**src/ofd_params.svh**
```systemverilog
// constants for the operand field decoder
`ifndef OFD_PARAMS_SVH
`define OFD_PARAMS_SVH
`define OFD_ADDR_W 16
`define OFD_SHORT_ADDR_W 6
`define OFD_IMM_MOVE_W 7
`define OFD_IMM_LOOP_W 6
`define OFD_MASK_W 8
`define OFD_ACC_W 36
`define OFD_DATA_W 16
`define OFD_ACC_HI_LSB 16
`define OFD_ZERO16 16'h0000
`define OFD_ZERO36 36'h0_0000_0000
`endif

```
**src/ofd_pkg.sv**
```systemverilog
// types for the operand field decoder
package ofd_pkg;
   // operand-formation modes
   typedef enum logic [2:0] {
      OFD_ADDR_PERIPH,
      OFD_ADDR_SHORT_ABS,
      OFD_ADDR_LONG_ABS,
      OFD_ADDR_INDIRECT,
      OFD_ADDR_INDEXED
   } ofd_addr_mode_t;
   typedef enum logic [1:0] {
      OFD_IMM_MOVE,
      OFD_IMM_LOOP,
      OFD_IMM_MASK_HIGH,
      OFD_IMM_MASK_LOW
   } ofd_imm_mode_t;
   // extended general select codes: nine data-unit (two of them unsaturated accumulator) and five address-unit codes
   typedef enum logic [3:0] {
      OFD_SEL_ACC_A,
      OFD_SEL_ACC_B,
      OFD_SEL_ACC_A_HI,
      OFD_SEL_ACC_B_HI,
      OFD_SEL_X0,
      OFD_SEL_Y0,
      OFD_SEL_Y1,
      OFD_SEL_PTR0,
      OFD_SEL_PTR1,
      OFD_SEL_PTR2,
      OFD_SEL_PTR3,
      OFD_SEL_INDEX,
      OFD_SEL_ACC_A_RAW,
      OFD_SEL_ACC_B_RAW
   } ofd_reg_sel_t;
endpackage

```
**src/ofd_regs_if.sv**
```systemverilog
// register bank links between the decoder and its register bank
`timescale 1ns/1ps
`default_nettype none
interface ofd_regs_if;
   logic [35:0] acc_a;
   logic [35:0] acc_b;
   logic [15:0] data_reg_x_low;
   logic [15:0] data_reg_y_low;
   logic [15:0] data_reg_y_high;
   logic [15:0] address_pointer_regs [4];
   logic [15:0] index_reg;
   logic wr_en;
   logic [3:0] wr_sel;
   logic [35:0] wr_data;
   modport bank (output acc_a, acc_b, data_reg_x_low, data_reg_y_low, data_reg_y_high,
      address_pointer_regs, index_reg, input wr_en, wr_sel, wr_data);
   modport user (input acc_a, acc_b, data_reg_x_low, data_reg_y_low, data_reg_y_high,
      address_pointer_regs, index_reg, output wr_en, wr_sel, wr_data);
endinterface
`default_nettype wire

```
**src/ofd_reg_bank.sv**
```systemverilog
// data-unit and address-unit register bank
`timescale 1ns/1ps
`default_nettype none
`include "ofd_params.svh"
module ofd_reg_bank
   import ofd_pkg::*;
(
   input wire logic clk_sys_in, // core clock
   input wire logic arst_n_in, // async reset, active low
   ofd_regs_if.bank regs // register contents and write port
);
   // ****************
   // register storage
   // ****************
   always_ff @(posedge clk_sys_in or negedge arst_n_in) begin
      if (!arst_n_in) begin
         regs.acc_a <= `OFD_ZERO36;
         regs.acc_b <= `OFD_ZERO36;
         regs.data_reg_x_low <= `OFD_ZERO16;
         regs.data_reg_y_low <= `OFD_ZERO16;
         regs.data_reg_y_high <= `OFD_ZERO16;
         regs.index_reg <= `OFD_ZERO16;
         for (int i = 0; i < 4; i++) begin
            regs.address_pointer_regs[i] <= `OFD_ZERO16;
         end
      end else if (regs.wr_en) begin
         unique case (ofd_reg_sel_t'(regs.wr_sel))
            OFD_SEL_ACC_A, OFD_SEL_ACC_A_RAW: regs.acc_a <= regs.wr_data;
            OFD_SEL_ACC_B, OFD_SEL_ACC_B_RAW: regs.acc_b <= regs.wr_data;
            OFD_SEL_ACC_A_HI: regs.acc_a[35:16] <= regs.wr_data[19:0];
            OFD_SEL_ACC_B_HI: regs.acc_b[35:16] <= regs.wr_data[19:0];
            OFD_SEL_X0: regs.data_reg_x_low <= regs.wr_data[15:0];
            OFD_SEL_Y0: regs.data_reg_y_low <= regs.wr_data[15:0];
            OFD_SEL_Y1: regs.data_reg_y_high <= regs.wr_data[15:0];
            OFD_SEL_PTR0: regs.address_pointer_regs[0] <= regs.wr_data[15:0];
            OFD_SEL_PTR1: regs.address_pointer_regs[1] <= regs.wr_data[15:0];
            OFD_SEL_PTR2: regs.address_pointer_regs[2] <= regs.wr_data[15:0];
            OFD_SEL_PTR3: regs.address_pointer_regs[3] <= regs.wr_data[15:0];
            OFD_SEL_INDEX: regs.index_reg <= regs.wr_data[15:0];
            default: ;
         endcase
      end
   end
endmodule
`default_nettype wire

```
**src/ofd_operand_decode.sv**
```systemverilog
// operand field decoder: address, immediate and register operand formation
`timescale 1ns/1ps
`default_nettype none
`include "ofd_params.svh"
// Notes on behaviour
// - a peripheral short address is the 6-bit field with all upper bits set to one.
// - a short absolute address is the 6-bit field with all upper bits cleared.
// - a long absolute address is the 16-bit extension word taken unchanged.
// - short immediates are 7 bits for immediate moves and 6 bits for loop and repeat.
// - an 8-bit bit-field mask is placed in the upper or the lower byte of the operand.
// - the data unit holds two 36-bit accumulators and three 16-bit data registers.
// - the upper 16-bit word of either accumulator can be selected alone as a source.
// - the wide pointer select decodes four address pointers and the index register into wide_ptr, which drives no output.
// - the narrow pointer select names only the four address pointers.
// - the index register serves as an offset in indexed modes, never as a base.
// - the extended general select covers twelve register codes plus two unsaturated accumulator codes.
// - an unsaturated accumulator store has its own source code, apart from saturated.
module ofd_operand_decode
   import ofd_pkg::*;
(
   input wire logic clk_sys_in, // core clock, 100 MHz
   input wire logic arst_n_in, // async reset, active low
   input wire logic dec_valid_in, // operand fields valid this cycle
   input wire ofd_addr_mode_t addr_mode_in, // address operand form
   input wire logic [5:0] short_addr_field_in, // short address field
   input wire logic [15:0] ext_word_in, // extension word
   input wire logic [2:0] pointer_or_index_select_in, // wide pointer select
   input wire logic [1:0] pointer_only_select_in, // narrow pointer select
   input wire ofd_imm_mode_t imm_mode_in, // immediate operand form
   input wire logic [6:0] short_immediate_field_in, // short immediate field
   input wire logic [7:0] mask_field_in, // bit-field mask byte
   input wire logic [3:0] extended_general_select_in, // source register code
   input wire logic accum_upper_word_select_in, // pick upper accumulator word
   input wire logic accum_sel_b_in, // accumulator choice for upper-word pick
   input wire logic wr_en_in, // write register file
   input wire logic [3:0] wr_sel_in, // write register code
   input wire logic [35:0] wr_data_in, // write data
   output logic out_valid_out, // outputs below are fresh
   output logic [15:0] eff_addr_out, // formed data address
   output logic addr_err_out, // illegal address mode code
   output logic [15:0] imm_out, // formed immediate operand
   output logic [35:0] src_operand_out, // selected source operand
   output logic src_err_out // illegal source code
);
   // ****************
   // register bank
   // ****************
   ofd_regs_if regs ();
   assign regs.wr_en = wr_en_in;
   assign regs.wr_sel = wr_sel_in;
   assign regs.wr_data = wr_data_in;
   ofd_reg_bank u_bank (
      .clk_sys_in(clk_sys_in),
      .arst_n_in(arst_n_in),
      .regs(regs)
   );
   // ****************
   // address formation
   // ****************
   logic [15:0] next_addr;
   logic next_addr_err;
   logic [15:0] wide_ptr;
   always_comb begin
      wide_ptr = regs.index_reg;
      if (pointer_or_index_select_in < 3'h4) begin
         wide_ptr = regs.address_pointer_regs[pointer_or_index_select_in[1:0]];
      end
   end
   always_comb begin
      next_addr = `OFD_ZERO16;
      next_addr_err = 1'b0;
      unique case (addr_mode_in)
         OFD_ADDR_PERIPH: next_addr = {{10{1'b1}}, short_addr_field_in};
         OFD_ADDR_SHORT_ABS: next_addr = {{10{1'b0}}, short_addr_field_in};
         OFD_ADDR_LONG_ABS: next_addr = ext_word_in;
         OFD_ADDR_INDIRECT: begin
            next_addr = regs.address_pointer_regs[pointer_only_select_in];
         end
         OFD_ADDR_INDEXED: begin
            // index is only ever an offset onto a pointer base
            next_addr = 16'(regs.address_pointer_regs[pointer_only_select_in]
               + regs.index_reg);
         end
         default: next_addr_err = 1'b1;
      endcase
   end
   // ****************
   // immediate formation
   // ****************
   logic [15:0] next_imm;
   always_comb begin
      next_imm = `OFD_ZERO16;
      unique case (imm_mode_in)
         OFD_IMM_MOVE: next_imm = {{9{short_immediate_field_in[6]}},
            short_immediate_field_in};
         OFD_IMM_LOOP: next_imm = {10'h000, short_immediate_field_in[5:0]};
         OFD_IMM_MASK_HIGH: next_imm = {mask_field_in, 8'h00};
         OFD_IMM_MASK_LOW: next_imm = {8'h00, mask_field_in};
      endcase
   end
   // ****************
   // source operand select
   // ****************
   logic [35:0] next_src;
   logic next_src_err;
   logic [35:0] acc_sel;
   // saturate a 36-bit accumulator into a 16-bit upper word
   function automatic logic [15:0] sat_word(input logic [35:0] acc);
      logic [15:0] res;
      res = acc[31:16];
      if (acc[35:31] != {5{acc[35]}}) begin
         res = acc[35] ? 16'h8000 : 16'h7FFF;
      end
      return res;
   endfunction
   assign acc_sel = accum_sel_b_in ? regs.acc_b : regs.acc_a;
   always_comb begin
      next_src = `OFD_ZERO36;
      next_src_err = 1'b0;
      if (accum_upper_word_select_in) begin
         next_src = {20'h00000, acc_sel[31:16]};
      end else begin
         unique case (extended_general_select_in)
            OFD_SEL_ACC_A: next_src = {20'h00000, sat_word(regs.acc_a)};
            OFD_SEL_ACC_B: next_src = {20'h00000, sat_word(regs.acc_b)};
            OFD_SEL_ACC_A_RAW: next_src = regs.acc_a;
            OFD_SEL_ACC_B_RAW: next_src = regs.acc_b;
            OFD_SEL_ACC_A_HI: next_src = {20'h00000, regs.acc_a[31:16]};
            OFD_SEL_ACC_B_HI: next_src = {20'h00000, regs.acc_b[31:16]};
            OFD_SEL_X0: next_src = {20'h00000, regs.data_reg_x_low};
            OFD_SEL_Y0: next_src = {20'h00000, regs.data_reg_y_low};
            OFD_SEL_Y1: next_src = {20'h00000, regs.data_reg_y_high};
            OFD_SEL_PTR0, OFD_SEL_PTR1, OFD_SEL_PTR2, OFD_SEL_PTR3: begin
               next_src = {20'h00000, regs.address_pointer_regs[extended_general_select_in[1:0]
                  + 2'h1]};
            end
            OFD_SEL_INDEX: next_src = {20'h00000, regs.index_reg};
            default: next_src_err = 1'b1;
         endcase
      end
   end
   // ****************
   // output registers
   // ****************
   always_ff @(posedge clk_sys_in or negedge arst_n_in) begin
      if (!arst_n_in) begin
         out_valid_out <= 1'b0;
      end else begin
         out_valid_out <= dec_valid_in;
      end
   end
   always_ff @(posedge clk_sys_in or negedge arst_n_in) begin
      if (!arst_n_in) begin
         eff_addr_out <= `OFD_ZERO16;
         addr_err_out <= 1'b0;
         imm_out <= `OFD_ZERO16;
         src_operand_out <= `OFD_ZERO36;
         src_err_out <= 1'b0;
      end else if (dec_valid_in) begin
         eff_addr_out <= next_addr;
         addr_err_out <= next_addr_err;
         imm_out <= next_imm;
         src_operand_out <= next_src;
         src_err_out <= next_src_err;
      end
   end
endmodule
`default_nettype wire

```
**config.mk**
```make
export PLATFORM = sky130hd
export DESIGN_NAME = ofd_operand_decode
export DESIGN_NICKNAME = d
export VERILOG_FILES = /design/src/ofd_pkg.sv /design/src/ofd_regs_if.sv /design/src/ofd_reg_bank.sv /design/src/ofd_operand_decode.sv
export VERILOG_INCLUDE_DIRS = /design/src
export SDC_FILE = /design/constraint.sdc
export NUM_CORES = 1
export LEC_CHECK = 0
export BUFFER_PORTS_ARGS = -buffer_cell sky130_fd_sc_hd__buf_2
export CORE_UTILIZATION = 25
export CTS_BUF_LIST = sky130_fd_sc_hd__clkbuf_4 sky130_fd_sc_hd__clkbuf_8 sky130_fd_sc_hd__clkbuf_16
export DETAILED_ROUTE_END_ITERATION = 12
export PLACE_DENSITY = 0.5
export SLEW_MARGIN = 0
export SYNTH_ARGS = -nofsm -noshare
export SYNTH_HDL_FRONTEND = slang
export SYNTH_HIERARCHICAL = 1
export SYNTH_SLANG_ARGS = --single-unit
```
**constraint.sdc**
```tcl
create_clock -name clk_sys_in -period 2.6 [get_ports clk_sys_in]
set_clock_uncertainty 0.05 [all_clocks]
set_input_delay 0.52 -clock clk_sys_in [delete_from_list [all_inputs] [get_ports clk_sys_in]]
set_output_delay 0.52 -clock clk_sys_in [all_outputs]
set_load 0.05 [all_outputs]
```
==> impl_results.md <==
- Outcome: complete, but fails checks
- Violated checks: negative setup slack
- # Max-Cap Violations: 0
- Initial core utilization: 25.3%
- Vias in the first global route: about 12000
- Number of synthesized flops with an enable pin: 0
- Area Overhead vs Synth: 24.6%
- PortBufs: between 150 and 200
- #FFs+latches synth: between 200 and 300
- Crit-path cells: mux4_2 -> ha_4 -> fa_2 -> a21o_1 -> a211oi_2 -> o21bai_2 -> a21o_1 -> a21oi_2 -> mux2i_1 -> o211ai_1
- Total power after layout: 14.6 mW
- Area contributors post-synth: dfrtp_1 47%, mux2_2 18%, mux4_2 5.0%, a21oi_1 3.0%, a22oi_1 2.1%
- Crit path max-delay cell type: mux4_2
- Post-Synthesis Cells: roughly 1200
- Dpl cells: 2181
- Worst-margin pin slew: 1.20 ns
- Routed wire length per instance: 21.1 um
- Clk Tree Root Cell: clkbuf_16
- NumNets Final: 1568
- CTS tree: built
- Antenna Nets Post-Route: 0
- Cell Count, Final, Fillers Out: 2239
- Sequential area share after synthesis: between 40% and 50%
- Critical path class: register to register
- Largest net degree at the start of global routing: 67
- Cell Area, Placed: about 0.017 mm^2
- CTS Buffer Depth: 3
- FP Rows: 88
- Num ports: 168
- Arrival time worst endpoint: 3.27 ns
- RSZ-0062 raised after global routing: yes
- Share of cells above drive strength 1: 45.5%
- Max H-tree Level: 1
- Clk Latency, worst-skew pair: 0.59 ns
- Utilization after layout: 31.5%
- Grt ovf: 0
- Register with the most flip-flops: u_bank/regs.address_pointer_regs
- Leakage: 7.99 nW
- Most frequent cell after synthesis: dfrtp_1
- Via count: approximately 11000
- Setup TNS: -0.948 ns
- Power density over the cells: 805 mW/mm^2
- Clk sinks: 271
- Initial DRT Pass Iterations: 6
- DRT iter0 DRCs: 840
- Cell area after layout: between 0.015 and 0.02 mm^2
- Critical-path maximum fanout: 3
- Max incr delay on CP: between 0.5 and 0.6 ns
- Die area: 0.0592 mm^2
- Ys flop type: dfrtp_1
- Delay-heaviest family, CP: compound AO/OA/AOI/OAI gates
- Clock transition at path regs: around 0.070 ns
- RePlAce Congestion: approximately 0.87
- Clock buffer count from CTS: 30
- Syn. warnings: 6
- Class of the worst hold path: input port to register
- Core Footprint: 0.0576 mm^2
- FFs w/ async S/R, synth: 100%
- Crit path buffers/inverters: 0
- Slew HR: 19.4%
- Die Span X: between 200 and 250 um
- Syn avg cell area: between 10 and 15 um^2
- Net count after synthesis: 1337
- Gr usage total: 15.9%
- CP required: about 3 ns
- Final setup viols: 5
- Worst-case vdd ir drop: 0.510 mV
- Post-synthesis cell type count: 65
- Initial antenna violation count: 5
- Post-DR vias/cell: 5.01
- Final Critical Period: 2.88 ns
- First-pass GRT wire length: about 73000 um
- Drc violations: 0
- Post-synth top area cell: dfrtp_1
- Post-route clock period utilization: 111%
- Setup crit end kind: register
- Final setup margin: -0.281 ns
- Max reg flops: 64
- Synth cell count leaders: 271 x dfrtp_1, 227 x mux2_2, 86 x a21oi_1
- Hold Vio Cnt, Final: 0
- Hpwl dp: 34500 um
- DIE HEIGHT: 243 um
- Startpoint Class: register
- Slew Viols, Final: 0
- Most frequent cell on the critical path: a21o_1
- Max frequency: 347 MHz
- Final WL: 47300 um
- Share of the synthesized area in the top cell type: a little under half
- Synthesized cell area: 0.0146 mm^2
## per-layer routing
layer  wire (um)  vias to the layer above  GRT usage [%]
met4        1930                        8           6.68
li1            -                     5072              -
met3        1720                       92           2.02
met5          49                        -              0
met1       19500                     5797           19.5
met2       24200                      252           27.7
## what timing repair did
item                                    CTS  global route
endpoints found under the setup margin    7            12
setup buffers                             2             2
hold buffers                              1             0
hold endpoints to repair                 53             0
gates resized for setup                   6             6
pin swaps                                 4             7
## cell usage in the layout (no fill, tap or decap), types with 8 or more instances in the layout
cell type  instances
mux2i_1           21
o21ai_0           52
a222oi_1          11
mux2_4            20
clkbuf_8           8
nand2_1           40
a22oi_1           40
a31oi_1           11
a221oi_1          19
a21oi_1           81
nand4_1           15
inv_1             15
dfrtp_1          271
buf_4            129
buf_2            163
ha_1              16
o2bb2ai_1         32
clkbuf_16         30
a21o_1             8
buf_12            10
mux4_2            32
nand3_1           11
nor2_1            59
nand2b_1          10
mux2_2           227
## cell families (layout without fill, tap and decap cells)
group	Yosys count	count (layout)	synth area share, %
AOI/OAI and AO/OA	317	317	14.8
DFF	271	271	46.6
and+or+nand+nor	178	178	6.01
muxes	300	300	26.0
other	0	1	0
buffers and inverters	121	374	3.96
xor gates and xnor gates	13	13	0.783
adders and majority gates	20	20	1.77
## report_power, final
group / internal [mW] / switching (mW) / total [mW]
clock: 2.61 / 1.85 / 4.46
sequential: 5.08 / 0.790 / 5.87
combinational: 2.12 / 2.13 / 4.25
total: 9.81 / 4.78 / 14.6
## stage by stage
stage	setup WS (ns)	hold slack, ns
floorplan	-0.347	0.174
global placement	-0.544	0.414
detailed placement	-0.583	0.418
CTS	-0.268	0.134
global route	-0.393	0.143
finish	-0.281	0.162
## worst reg2reg max path, stage by stage, from the launching register on
cell and delay, ns:
dfrtp_1 0.37, mux4_2 0.52, ha_4 0.19, fa_2 0.34
a21o_1 0.21, a211oi_2 0.24, o21bai_2 0.11, a21o_1 0.18
a21oi_2 0.22, mux2i_1 0.21, o211ai_1 0.09
## layout make-up
cell class / instances / area, um^2
well taps: 765 / 957
multi-input cells: 828 / 7300
fillers: 5800 / 39500
diodes: 1 / 2.50
repair buffers: 304 / 2010
clock buffers: 45 / 913
clock inverters: 9 / 111
inverters: 16 / 60.1
flip-flops and latches: 271 / 6780
## worst paths after layout
kind / endpoint / depth (start not counted) / from / slack (ns)
setup / recovery: eff_addr_out[10] / 10 / u_bank/regs.address_pointer_regs[0] / -0.28
hold / removal: out_valid_out / 1 / dec_valid_in / 0.16
setup reg to reg: eff_addr_out[10] / 10 / u_bank/regs.address_pointer_regs[0] / -0.28
hold reg to reg: addr_err_out / 1 / addr_err_out / 0.43
max in group asynchronous: u_bank/regs.address_pointer_regs[17] / 3 / arst_n_in / 1.29
min in group asynchronous: eff_addr_out[12] / 2 / arst_n_in / 0.41
Note: power is estimated with default switching activity, not from simulation.
